File: src/verilog/conv_seq_regs.vh
// Constants for the parallel-result conversion sequencer
`ifndef CONV_SEQ_REGS_VH
`define CONV_SEQ_REGS_VH
// Result width in bits
`define RESULT_WIDTH 16
// Bit index of the result's most significant bit
`define RESULT_MSB 15
// Width of the bit pointer used by the successive approximation
`define BIT_PTR_WIDTH 5
// Clock period in nanoseconds
`define CLK_PERIOD_NS 100
// Longest conversion time in nanoseconds
`define CONV_MAX_NS 4700
// Longest conversion time in clock cycles, rounded down
`define CONV_MAX_CYCLES (`CONV_MAX_NS / `CLK_PERIOD_NS)
// Cycles between successive-approximation bit trials
`define BIT_STEP_CYCLES 2
// Width of the bit-step divider
`define STEP_CNT_WIDTH 2
// Last count of the bit-step divider, sized to the divider
`define BIT_STEP_LAST 2'h1
// Bit pointer value of the most significant bit
`define MSB_PTR 5'h0F
// First trial code: only the most significant bit set
`define FIRST_TRIAL 16'h8000
// Reset value of the result register
`define RESULT_RESET 16'h0000
`endif
File: src/verilog/conv_seq.v
// Conversion sequencer for a 16-bit successive-approximation converter
`timescale 1ns/1ns
`default_nettype none
`include "conv_seq_regs.vh"

module conv_seq
(
   input wire clk_i, // 10 MHz clock
   input wire rst_n_i, // Synchronous reset, active low
   input wire reset_i, // Device reset pin, active high
   input wire convert_start_n_i, // Convert-start strobe, active low
   input wire read_convert_select_i, // Read/convert select
   input wire comparator_i, // Comparator: sample at or above trial level
   output wire [`RESULT_MSB:0] trial_code_o, // Trial code to the DAC
   output reg [`RESULT_MSB:0] result_o, // Result bus output data
   output reg result_oe_o, // Result bus drive enable
   output reg conversion_done_n_o, // Done flag, active low
   output reg track_o, // Track-and-hold switches closed
   output reg powered_o, // Converter core powered
   output reg reference_on_o // Reference and buffer powered
);

   // ************************************************************
   // Phase encoding
   // ************************************************************
   localparam [1:0] PH_ACQUIRE = 2'b00; // Waiting for acquire edge
   localparam [1:0] PH_CONVERT = 2'b01; // Waiting for convert edge
   localparam [1:0] PH_READ = 2'b10; // Waiting for read edge

   // ************************************************************
   // Input synchronisers
   // ************************************************************
   reg [2:0] cs_sync_reg; // Strobe synchroniser chain
   reg [2:0] sel_sync_reg; // Select synchroniser chain
   reg [2:0] rst_sync_reg; // Reset pin synchroniser chain
   reg cs_level_reg; // Debounced strobe level
   reg sel_level_reg; // Debounced select level
   reg dev_rst_reg; // Debounced device reset level
   wire cs_fall; // Strobe fell this cycle
   wire cs_rise; // Strobe rose this cycle

   // Three flops; a change counts once stages two and three agree
   // Strobe chain resets high, its idle level, so no false edge
   always @(posedge clk_i)
   begin
      if (!rst_n_i)
      begin
         cs_sync_reg <= 3'h7;
         sel_sync_reg <= 3'h0;
         rst_sync_reg <= 3'h0;
         cs_level_reg <= 1'b1;
         sel_level_reg <= 1'b0;
         dev_rst_reg <= 1'b0;
      end
      else
      begin
         cs_sync_reg <= {cs_sync_reg[1:0], convert_start_n_i};
         sel_sync_reg <= {sel_sync_reg[1:0], read_convert_select_i};
         rst_sync_reg <= {rst_sync_reg[1:0], reset_i};
         if (cs_sync_reg[1] == cs_sync_reg[2])
            cs_level_reg <= cs_sync_reg[2];
         if (sel_sync_reg[1] == sel_sync_reg[2])
            sel_level_reg <= sel_sync_reg[2];
         if (rst_sync_reg[1] == rst_sync_reg[2])
            dev_rst_reg <= rst_sync_reg[2];
      end
   end

   // Edges taken from the debounced level, never the first flop
   assign cs_fall = cs_level_reg && (cs_sync_reg[1] == cs_sync_reg[2])
                    && !cs_sync_reg[2];
   assign cs_rise = !cs_level_reg && (cs_sync_reg[1] == cs_sync_reg[2])
                    && cs_sync_reg[2];

   // ************************************************************
   // Sequencer and successive approximation
   // ************************************************************
   reg [1:0] phase_reg; // Three-phase strobe counter
   reg shutdown_sel_reg; // Power mode latched at convert edge
   reg converting_reg; // Bit search in progress
   reg done_reg; // Result complete and readable
   reg [`BIT_PTR_WIDTH-1:0] bit_ptr_reg; // Bit under trial
   reg [`STEP_CNT_WIDTH-1:0] step_cnt_reg; // Internal clock divider
   reg [`RESULT_MSB:0] code_reg; // Bits decided so far
   reg [`RESULT_MSB:0] trial_reg; // Code being tried
   wire bit_step; // Internal conversion clock enable
   wire [3:0] bit_idx; // Bit pointer as a result index

   // One trial per two clocks: 16 bits in 32 cycles, under the
   // 47-cycle ceiling, leaving margin for edge sync latency
   // Strobe sync adds four clocks, so pin to done is 36 cycles
   // Compared against a sized constant so no bits are dropped
   assign bit_step = (step_cnt_reg == `BIT_STEP_LAST);
   assign bit_idx = bit_ptr_reg[3:0];
   assign trial_code_o = trial_reg;

   // Main sequencer; device reset pin has priority over strobes
   always @(posedge clk_i)
   begin
      if (!rst_n_i || dev_rst_reg)
      begin
         // All power off, bus released, done flag high
         // The reference starts off; the first acquire powers it up
         phase_reg <= PH_ACQUIRE;
         shutdown_sel_reg <= 1'b1;
         converting_reg <= 1'b0;
         done_reg <= 1'b0;
         bit_ptr_reg <= {`BIT_PTR_WIDTH{1'b0}};
         step_cnt_reg <= {`STEP_CNT_WIDTH{1'b0}};
         code_reg <= `RESULT_RESET;
         trial_reg <= `RESULT_RESET;
         result_o <= `RESULT_RESET;
         result_oe_o <= 1'b0;
         conversion_done_n_o <= 1'b1;
         track_o <= 1'b0;
         powered_o <= 1'b0;
         reference_on_o <= 1'b0;
      end
      else
      begin
         // Bit search runs on its own divided clock
         if (converting_reg)
         begin
            step_cnt_reg <= step_cnt_reg + 1'b1;
            if (bit_step)
            begin
               step_cnt_reg <= {`STEP_CNT_WIDTH{1'b0}};
               // Keep the trial bit if sample is at or above trial level
               if (comparator_i)
                  code_reg[bit_idx] <= 1'b1;
               if (bit_ptr_reg == {`BIT_PTR_WIDTH{1'b0}})
               begin
                  // Last bit decided: result is valid
                  converting_reg <= 1'b0;
                  done_reg <= 1'b1;
                  conversion_done_n_o <= 1'b0;
                  // Power mode chosen at convert edge
                  powered_o <= 1'b0;
                  reference_on_o <= !shutdown_sel_reg;
                  result_o <= comparator_i ?
                     (code_reg | trial_reg) : code_reg;
               end
               else
               begin
                  bit_ptr_reg <= bit_ptr_reg - 1'b1;
                  trial_reg <= (comparator_i ? (code_reg | trial_reg)
                     : code_reg) | (`RESULT_RESET + (16'h0001 <<
                     (bit_idx - 4'h1)));
               end
            end
         end
         // Strobe rise ends a read and releases the bus
         // A rise in any other phase changes nothing
         if (cs_rise && result_oe_o)
            result_oe_o <= 1'b0;
         if (cs_fall)
         begin
            case (phase_reg)
               PH_ACQUIRE:
               begin
                  // Select high ignores the edge, phase unchanged
                  if (!sel_level_reg)
                  begin
                     powered_o <= 1'b1;
                     reference_on_o <= 1'b1;
                     track_o <= 1'b1;
                     conversion_done_n_o <= 1'b1;
                     done_reg <= 1'b0;
                     result_oe_o <= 1'b0;
                     phase_reg <= PH_CONVERT;
                  end
               end
               PH_CONVERT:
               begin
                  track_o <= 1'b0;
                  shutdown_sel_reg <= sel_level_reg;
                  converting_reg <= 1'b1;
                  // Search starts at the most significant bit
                  bit_ptr_reg <= `MSB_PTR;
                  step_cnt_reg <= {`STEP_CNT_WIDTH{1'b0}};
                  // Fresh code; an earlier result must not leak in
                  code_reg <= `RESULT_RESET;
                  trial_reg <= `FIRST_TRIAL;
                  phase_reg <= PH_READ;
               end
               PH_READ:
               begin
                  // Read only honoured with select high after done
                  // Otherwise the phase keeps waiting for a read
                  if (sel_level_reg && done_reg)
                  begin
                     result_oe_o <= 1'b1;
                     phase_reg <= PH_ACQUIRE;
                  end
               end
               // Unused code: fall back to acquire
               default:
                  phase_reg <= PH_ACQUIRE;
            endcase
         end
      end
   end

endmodule // conv_seq
`default_nettype wire

File: config.mk
export PLATFORM = sky130hd
export DESIGN_NAME = conv_seq
export DESIGN_NICKNAME = d
export VERILOG_FILES = /design/src/verilog/conv_seq.v
export VERILOG_INCLUDE_DIRS = /design/src /design/src/verilog
export SDC_FILE = /design/constraint.sdc
export NUM_CORES = 1
export LEC_CHECK = 0
export BUFFER_PORTS_ARGS = -buffer_cell sky130_fd_sc_hd__clkbuf_2
export CAP_MARGIN = 40
export CORE_MARGIN = 2
export CORE_UTILIZATION = 55
export DETAILED_ROUTE_END_ITERATION = 16
export GPL_TIMING_DRIVEN = 1
export PLACE_DENSITY = 0.77
export SYNTH_ARGS = -nofsm -noshare
export SYNTH_HDL_FRONTEND = slang
export SYNTH_SLANG_ARGS = --single-unit
File: constraint.sdc
create_clock -name clk_i -period 4.62 [get_ports clk_i]
set_input_delay 0.924 -clock clk_i [delete_from_list [all_inputs] [get_ports clk_i]]
set_output_delay 0.924 -clock clk_i [all_outputs]
set_load 0.01 [all_outputs]
==> impl_metrics.tcl, run 1 <==
set metrics [dict create \
    status "complete, no violations" \
    hold_start "cs_sync_reg[0]" \
    postSynthAreaPerCell_um2 9.25 \
    power_density_mw_per_mm2 355 \
    synthArstFlopShare 0 \
    tns_ns 0 \
    place_congestion 0.897 \
    grt_max_degree 32 \
    postCtsHoldBufs 0 \
    seqPwrFrac 0.531 \
    netSwitchingFraction 0.200 \
    fp.dieH_um 79.2 \
    vias_per_cell 5.73 \
    hold_path.class "reg -> reg" \
    p_comb_frac 0.019 \
    clk_pin_slew_ns 0.07 \
    crit_buf_inv 2 \
    cp.required_ns 4.90 \
    power.internal_uw 1010 \
    startpoint "bit_ptr_reg[0]" \
    fmax_mhz 360 \
    grt_util_all_layers 0.244 \
    ys_top_cells_by_area "dfxtp_1 50%, a21oi_1 7.4%, nor2_1 5.4%" \
    fin_ws_ns 1.85 \
    timing.final.crit_share 0.601 \
    synth_area_leader_cell "dfxtp_1" \
    final_max_slew_viol_count 0 \
    fp-row-count 27 \
    clock_path_buffers 2 \
    grt_antenna_before_repair 0 \
    num_io_pins 43 \
    start_util 0.568 \
    tritoncts "built" \
    io_buffers 42 \
    path_cells "inv_1, ha_1, nor4b_1, buf_4, nor2_1, nand3_1, o2bb2ai_1" \
    nets 386 \
    clock_skew_ns 0.00943 \
    ir_drop_v 0.000220 \
    worst_pin_slew_ns 0.871 \
    core-area_mm2 0.00547 \
    syn_inst 336 \
    arrival_ns 3.05 \
    critPathKind "reg -> reg" \
    yosysWarningCount 0 \
    gr-total-overflow 0 \
    cts_resized 0 \
    drc 0 \
    start_kind "register" \
    synth_nets 350 \
    dieArea_mm2 0.00627 \
    rsz0062_at_grt "no" \
    cts-root-buf "clkbuf_8" \
    drive_above_1_share 0.194 \
    pwr-share-clk 0.450 \
    slew_headroom 0.417 \
    drtPass1Iterations 4 \
    area_growth_pct 14.0 \
    antennaDiodeCount 0 \
    crit_fanout 12 \
    dp_hpwl_mm 4.82 \
    grt_pass1_vias 2431 \
    cpLargestDelayFamily "simple AND/OR/NAND/NOR gates" \
    end_kind "register" \
    clk_latency_ns 0.35 \
    post_cts_buffers 0 \
    pre_cts_slack_ns 1.95 \
    wl_mm 6.96 \
    critPathMaxStageDelay_ns 0.67 \
    synthFlopType "dfxtp_1" \
    finalHoldViolCount 0 \
    netlist_area_mm2 0.00311 \
    cts-buffers-inserted 9 \
    ctsHtreeMaxLevel 3 \
    vias 2573 \
    synth_edf_count 0 \
    ys_types 49 \
    rr_startpoint "bit_ptr_reg[0]" \
    grt_pass1_wl_mm 11.8 \
    drv_cap 0 \
    cts.sinks 77 \
    p_switching_uw 251 \
    slowest_stage "nor2_1" \
    fp.dieW_um 79.2 \
    power_leakage_uw 0.00132 \
    finalSetupViolCount 0 \
    ys_ff_latch 77 \
    period_minus_slack_ns 2.77 \
    synth.top_cell.area_share 0.496 \
    yosysSeqAreaShare 0.496 \
    p_total_uw 1260 \
    ant_nets 0 \
    post_drt_wl_per_cell_um 15.5 \
    drt_iter0_markers 209 \
]
[area by class of cell]
type                    instances  area [um2]
multi-input cells             235        1440
inverters                       4        15.0
flip-flops and latches         77        1540
fillers                       488        1930
clock buffers                  13         159
repair buffers                 45         233
well taps                      72        90.1
clock inverters                 3        67.6
[worst paths after layout]
check | slack (ns) | depth (start not counted) | end
worst max-delay path | 1.85 | 7 | trial_code_o[5]
worst min-delay path | 0.41 | 1 | cs_sync_reg[1]
worst max register to register | 1.85 | 7 | trial_code_o[5]
worst min register to register | 0.41 | 1 | cs_sync_reg[1]
[per-layer routing]
layer,vias up,track usage,part of all wire
li1,1265,-,-
met2,105,0.361,0.46
met3,19,0.0682,0.069
met1,1184,0.321,0.45
met5,-,0,0
met4,0,0.133,0.024
[kinds of logic (layout without fill, tap and decap cells)]
| family | after synthesis | after routing | synth area share |
|---|---|---|---|
| simple gates | 112 | 112 | 0.185 |
| compound gates | 110 | 110 | 0.231 |
| flops | 77 | 77 | 0.496 |
| buf+inv | 24 | 65 | 0.0415 |
| fa+ha+maj | 8 | 8 | 0.0322 |
| xor+xnor | 4 | 4 | 0.0113 |
| mux | 1 | 1 | 0.00322 |
[power groups by stage]
stage / clock (uW) / sequential [uW] / combinational, uW
after CTS: 575 / 668 / 24.2
after floorplan: 0 / 683 / 16.2
final: 567 / 668 / 24.2
after global placement: 0 / 684 / 23.6
after global routing: 607 / 669 / 26.7
after detailed placement: 0 / 684 / 24.5
[cells in the mapped netlist (4+ instances only)]
master,number
a31oi_1,9
and2_1,6
o21ai_0,15
nor3_1,8
clkbuf_1,7
or3_1,6
o2bb2ai_1,8
a211oi_2,7
and3_1,4
ha_1,8
a211oi_1,8
inv_1,4
nor2_1,45
a21oi_1,46
buf_2,7
nand3_1,5
nand2b_1,7
dfxtp_1,77
nand2_1,16
[stage by stage]
stage          hold WS (ns)  utilization  instance area [um2]  cells
3_5_place_dp          0.401        0.606                 3320    433
6_report              0.414        0.647                 3540    449
4_1_cts               0.419        0.647                 3540    449
5_1_grt               0.443        0.647                 3540    449
2_1_floorplan         0.386            -                 3110    336
3_3_place_gp          0.392        0.606                 3320    433
[cell usage in the layout, fill, tap and decap left out, types with 7 or more instances in the layout]
cell type / netlist / final
nor2_1: 45 / 45
o21ai_0: 15 / 15
a21oi_1: 46 / 46
clkbuf_8: 0 / 11
a211oi_2: 7 / 7
nor3_1: 8 / 8
o2bb2ai_1: 8 / 8
a31oi_1: 9 / 9
nand2_1: 16 / 16
dfxtp_1: 77 / 77
a211oi_1: 8 / 8
nand2b_1: 7 / 7
clkbuf_2: 0 / 42
ha_1: 8 / 8
(Power assumes the default switching activity.)
==> inputs of run 2 (changes only) <==
--- a/config.mk
+++ b/config.mk
@@ -9,10 +9,10 @@
 export BUFFER_PORTS_ARGS = -buffer_cell sky130_fd_sc_hd__clkbuf_2
 export CAP_MARGIN = 40
 export CORE_MARGIN = 2
-export CORE_UTILIZATION = 55
+export CORE_UTILIZATION = 51
 export DETAILED_ROUTE_END_ITERATION = 16
 export GPL_TIMING_DRIVEN = 1
-export PLACE_DENSITY = 0.77
+export PLACE_DENSITY = 0.75
 export SYNTH_ARGS = -nofsm -noshare
 export SYNTH_HDL_FRONTEND = slang
 export SYNTH_SLANG_ARGS = --single-unit
==> constraint.sdc (replaced) <==
create_clock -name clk_i -period 2.2 [get_ports clk_i]
set_input_delay 0.44 -clock clk_i [delete_from_list [all_inputs] [get_ports clk_i]]
set_output_delay 0.44 -clock clk_i [all_outputs]
set_load 0.01 [all_outputs]
==> run 2 against run 1 <==
Net effect: combinational power rose by 130%; design area grew 2.6%; clock power is 100% higher; via count rose by 2.4%; flip-flop and latch count unchanged; setup slack lost 1.6 ns; non-clock buffer count up 10; critical endpoint is now trial_code_o[1].
==> impl_metrics.tcl, run 2 (synthesis results as in run 1) <==
set metrics [dict create \
    drv_cap 0 \
    start_util 0.525 \
    hold_end "cs_sync_reg[0]" \
    fmax_mhz 500 \
    drt_iter0_markers 185 \
    tritoncts "built" \
    num_io_pins 43 \
    end_kind "register" \
    arrival_ns 2.28 \
    core-area_mm2 0.00592 \
    grt_antenna_before_repair 0 \
    finalHoldViolCount 0 \
    critPathKind "reg -> reg" \
    gr-total-overflow 0 \
    timing.final.crit_share 0.910 \
    hold_path.class "in -> reg" \
    stdcell_count 463 \
    antennaDiodeCount 0 \
    clk_pin_slew_ns 0.08 \
    finalSetupViolCount 0 \
    start_kind "register" \
    fp-row-count 28 \
    crit_fanout 9 \
    cts-buffers-inserted 9 \
    cts-root-buf "clkbuf_8" \
    worst_pin_slew_ns 0.621 \
    drtPass1Iterations 4 \
    post_drt_wl_per_cell_um 16.0 \
    postCtsHoldBufs 0 \
    fin_ws_ns 0.198 \
    fp.dieW_um 82.1 \
    r2r-end "trial_code_o[1]" \
    ctsHtreeMaxLevel 3 \
    final_util 0.614 \
    vias_per_cell 5.69 \
    clk_latency_ns 0.36 \
    power_leakage_uw 0.00138 \
    grt_max_degree 32 \
    vias 2634 \
    multi_input_comb_area_mm2 0.00145 \
    drc 0 \
    wl_mm 7.43 \
    period_minus_slack_ns 2.00 \
    ir_drop_v 0.000384 \
    io_buffers 42 \
    rsz0062_at_grt "no" \
    final_cell_mix "77 x dfxtp_1, 46 x a21oi_1, 45 x nor2_1" \
    status "complete, no violations" \
    p_total_uw 2620 \
    place_congestion 0.932 \
    power_density_mw_per_mm2 720 \
    r2r_slack_ns 0.20 \
    pre_cts_slack_ns 0.0616 \
    rr_startpoint "bit_ptr_reg[0]" \
    ant_nets 0 \
    post_cts_buffers 0 \
    cp.required_ns 2.48 \
    dp_hpwl_mm 5.08 \
    grt_pass1_wl_mm 11.6 \
    nets 397 \
    final_common_cell "dfxtp_1" \
    cts.sinks 77 \
    drive_above_1_share 0.222 \
    holdPathStages 2 \
    r2r_cells 8 \
    final_max_slew_viol_count 0 \
    hold_start "convert_start_n_i" \
    clock_path_buffers 2 \
    placed_cells 446 \
    area_growth_pct 17.0 \
    dieArea_mm2 0.00673 \
    grt_util_all_layers 0.233 \
    grt_pass1_vias 2401 \
    tns_ns 0 \
    clock_skew_ns 0.0117 \
    regArea_mm2 0.00154 \
    slew_headroom 0.585 \
    nFillCells 499 \
    fp.dieH_um 82.1 \
]
## run 2: cell count changes in the layout (fill, tap and decap cells not counted), sizes merged
cell / before / now
buf: 3 / 13
nor2: 47 / 48
clkinv: 0 / 2
inv: 4 / 5
clkbuf: 55 / 52
## run 2: layer usage
metal	wire length, um	vias to the layer above	global-route usage	part of all wire
li1	-	1290	-	-
met1	3210	1241	0.299	0.43
met2	3580	91	0.372	0.48
met3	530	12	0.0538	0.071
met4	102	0	0.105	0.014
met5	0	-	0	0
## run 2: how the worst max path moves through the flow
stage,startpoint,to,slack (ns),cells past startpoint
6_report,bit_ptr_reg[0],trial_code_o[1],0.20,8
2_1_floorplan,bit_ptr_reg[0],result_o[2],0.26,9
3_5_place_dp,bit_ptr_reg[0],result_o[14],0.06,6
4_1_cts,bit_ptr_reg[0],result_o[0],0.05,6
3_3_place_gp,bit_ptr_reg[0],result_o[11],0.19,6
5_1_grt,bit_ptr_reg[1],trial_code_o[2],0.07,8
## run 2: layout make-up
| cell class | instances | area share |
|---|---|---|
| sequential | 77 | 0.424 |
| tap | 75 | 0.0258 |
| clock inverter | 6 | 0.0237 |
| inverter | 4 | 0.00413 |
| clock buffer | 10 | 0.0351 |
| multi-input combinational | 236 | 0.399 |
| timing repair buffer | 55 | 0.0881 |
## run 2: worst max-delay path: stages, from the launching register on
cell,delay (ns)
dfxtp_1,0.32
inv_1,0.12
ha_1,0.20
buf_4,0.17
nor4b_1,0.31
buf_4,0.20
nor3_1,0.05
nor2_2,0.36
o2bb2ai_1,0.18
## run 2: what timing repair did
item	CTS	global route
endpoints found under the hold margin	0	0
endpoints found under the setup margin	0	19
resized for setup	0	1
## run 2: stage by stage
stage | hold slack (ns) | instance area (um2)
2_1_floorplan | 0.386 | 3110
3_5_place_dp | 0.398 | 3410
5_1_grt | 0.258 | 3640
6_report | 0.253 | 3640
3_3_place_gp | 0.388 | 3410
4_1_cts | 0.247 | 3620
## run 2: power breakdown
group	total [uW]	switching, uW	internal [uW]
Sequential	1400	3.32	1400
Clock	1160	520	639
Combinational	55.1	37.1	18.0
==> inputs of run 3 (changes only) <==
--- a/config.mk
+++ b/config.mk
@@ -8,6 +8,7 @@
 export LEC_CHECK = 0
 export BUFFER_PORTS_ARGS = -buffer_cell sky130_fd_sc_hd__clkbuf_2
 export CAP_MARGIN = 40
+export CORE_ASPECT_RATIO = 1.4
 export CORE_MARGIN = 2
 export CORE_UTILIZATION = 51
 export DETAILED_ROUTE_END_ITERATION = 16
==> run 3 against run 2 <==
Net effect: wire length increased by 2.8%; via count increased by 0.23%; combinational power decreased by 8.3%; maximum frequency decreased by 1.4%; setup slack got worse by 0.028 ns; flip-flop and latch count unchanged; clock skew decreased by 0.0016 ns; design area decreased by 0.93%; die area increased by 0.13%.
==> impl_metrics.tcl, run 3 (synthesis results as in run 1) <==
set metrics [dict create \
    status "complete, no violations" \
    grt_pass1_vias 2455 \
    grt_util_all_layers 0.235 \
    period_minus_slack_ns 2.03 \
    drive_above_1_share 0.227 \
    area_growth_pct 15.9 \
    ant_nets 0 \
    rsz0062_at_grt "no" \
    ir_drop_v 0.000696 \
    grt_antenna_before_repair 0 \
    start_util 0.530 \
    antennaDiodeCount 0 \
    fmax_mhz 493 \
    grt_pass1_wl_mm 12.2 \
    final_cell_mix "77 x dfxtp_1, 46 x a21oi_1, 44 x nor2_1" \
    hold_path.class "in -> reg" \
    wl_mm 7.64 \
    cts-buffers-inserted 9 \
    cp.required_ns 2.49 \
    io_buffers 42 \
    drv_cap 0 \
    dp_hpwl_mm 5.18 \
    clk_pin_slew_ns 0.08 \
    vias_per_cell 5.76 \
    fp.dieH_um 96.4 \
    finalHoldViolCount 0 \
    finalInstanceArea_mm2 0.00360 \
    slew_headroom 0.620 \
    tns_ns 0 \
    finalSetupViolCount 0 \
    crit_fanout 9 \
    clock_path_buffers 2 \
    vias 2640 \
    final_common_cell "dfxtp_1" \
    drc 0 \
    ctsHtreeMaxLevel 3 \
    cts.sinks 77 \
    drtPass1Iterations 4 \
    power_density_mw_per_mm2 679 \
    nets 397 \
    placed_area_mm2 0.00338 \
    postCtsHoldBufs 0 \
    gr-total-overflow 0 \
    drt_iter0_markers 236 \
    fp.dieW_um 70.0 \
    worst_pin_slew_ns 0.568 \
    arrival_ns 2.32 \
    end_kind "register" \
    nFillCells 527 \
    clk_latency_ns 0.36 \
    critPathKind "reg -> reg" \
    cts-root-buf "clkbuf_8" \
    dieArea_mm2 0.00674 \
    power_leakage_uw 0.00136 \
    post_drt_wl_per_cell_um 16.7 \
    timing.final.crit_share 0.923 \
    num_io_pins 43 \
    final_max_slew_viol_count 0 \
    core-area_mm2 0.00586 \
    place_congestion 0.868 \
    fp-row-count 33 \
    start_kind "register" \
    grt_max_degree 32 \
    tritoncts "built" \
    clock_skew_ns 0.0101 \
]
==> run 3: worst max-delay path, stage by stage (launching register included) <==
cell and delay [ns]:
dfxtp_1 0.31, inv_1 0.12, ha_1 0.18, buf_4 0.17, nor4b_1 0.42, buf_4 0.22
nor3_1 0.05, nor2_2 0.32, o2bb2ai_1 0.16
==> run 3: timing repair <==
item / CTS / global route
endpoints found under the setup margin: 0 / 22
setup buffers: 0 / 1
resized for setup: 0 / 2
==> run 3: final timing paths <==
kind | from | depth (start not counted) | end | slack (ns)
setup / recovery | bit_ptr_reg[0] | 8 | trial_code_o[0] | 0.17
hold / removal | convert_start_n_i | 2 | cs_sync_reg[0] | 0.26
setup reg to reg | bit_ptr_reg[0] | 8 | trial_code_o[0] | 0.17
hold reg to reg | cs_sync_reg[0] | 1 | cs_sync_reg[1] | 0.42
==> run 3: layout make-up <==
type	count	area [um2]	share of cell area
multi-input combinational	236	1460	0.404
inverter	4	15.0	0.00417
timing repair buffer	55	320	0.0889
clock inverter	6	46.3	0.0128
clock buffer	10	138	0.0382
sequential	77	1540	0.428
tap	70	87.6	0.0243
==> run 3: where the power goes <==
group / internal, uW / total (uW) / switching [uW]
Sequential: 1400 / 1400 / 3.29
Combinational: 14.5 / 50.5 / 36.0
Clock: 445 / 995 / 550
Total: 1860 / 2450 / 589
==> run 3: per-layer routing <==
| layer | share of wire | GRT usage |
|---|---|---|
| met5 | 0 | 0 |
| met4 | 0.047 | 0.151 |
| met3 | 0.064 | 0.0545 |
| met2 | 0.48 | 0.389 |
| met1 | 0.41 | 0.274 |
==> run 3: metrics by stage <==
| stage | setup WS (ns) | instances | hold slack [ns] | total power (uW) | utilization |
|---|---|---|---|---|---|
| 3_3_place_gp | 0.151 | 440 | 0.392 | 1480 | 0.577 |
| 2_1_floorplan | 0.260 | 336 | 0.386 | 1470 | - |
| 5_1_grt | 0.0344 | 458 | 0.251 | 2520 | 0.615 |
| 4_1_cts | 0.0471 | 456 | 0.248 | 2450 | 0.608 |
| 3_5_place_dp | 0.0761 | 440 | 0.396 | 1490 | 0.577 |
| 6_report | 0.170 | 458 | 0.257 | 2450 | 0.615 |
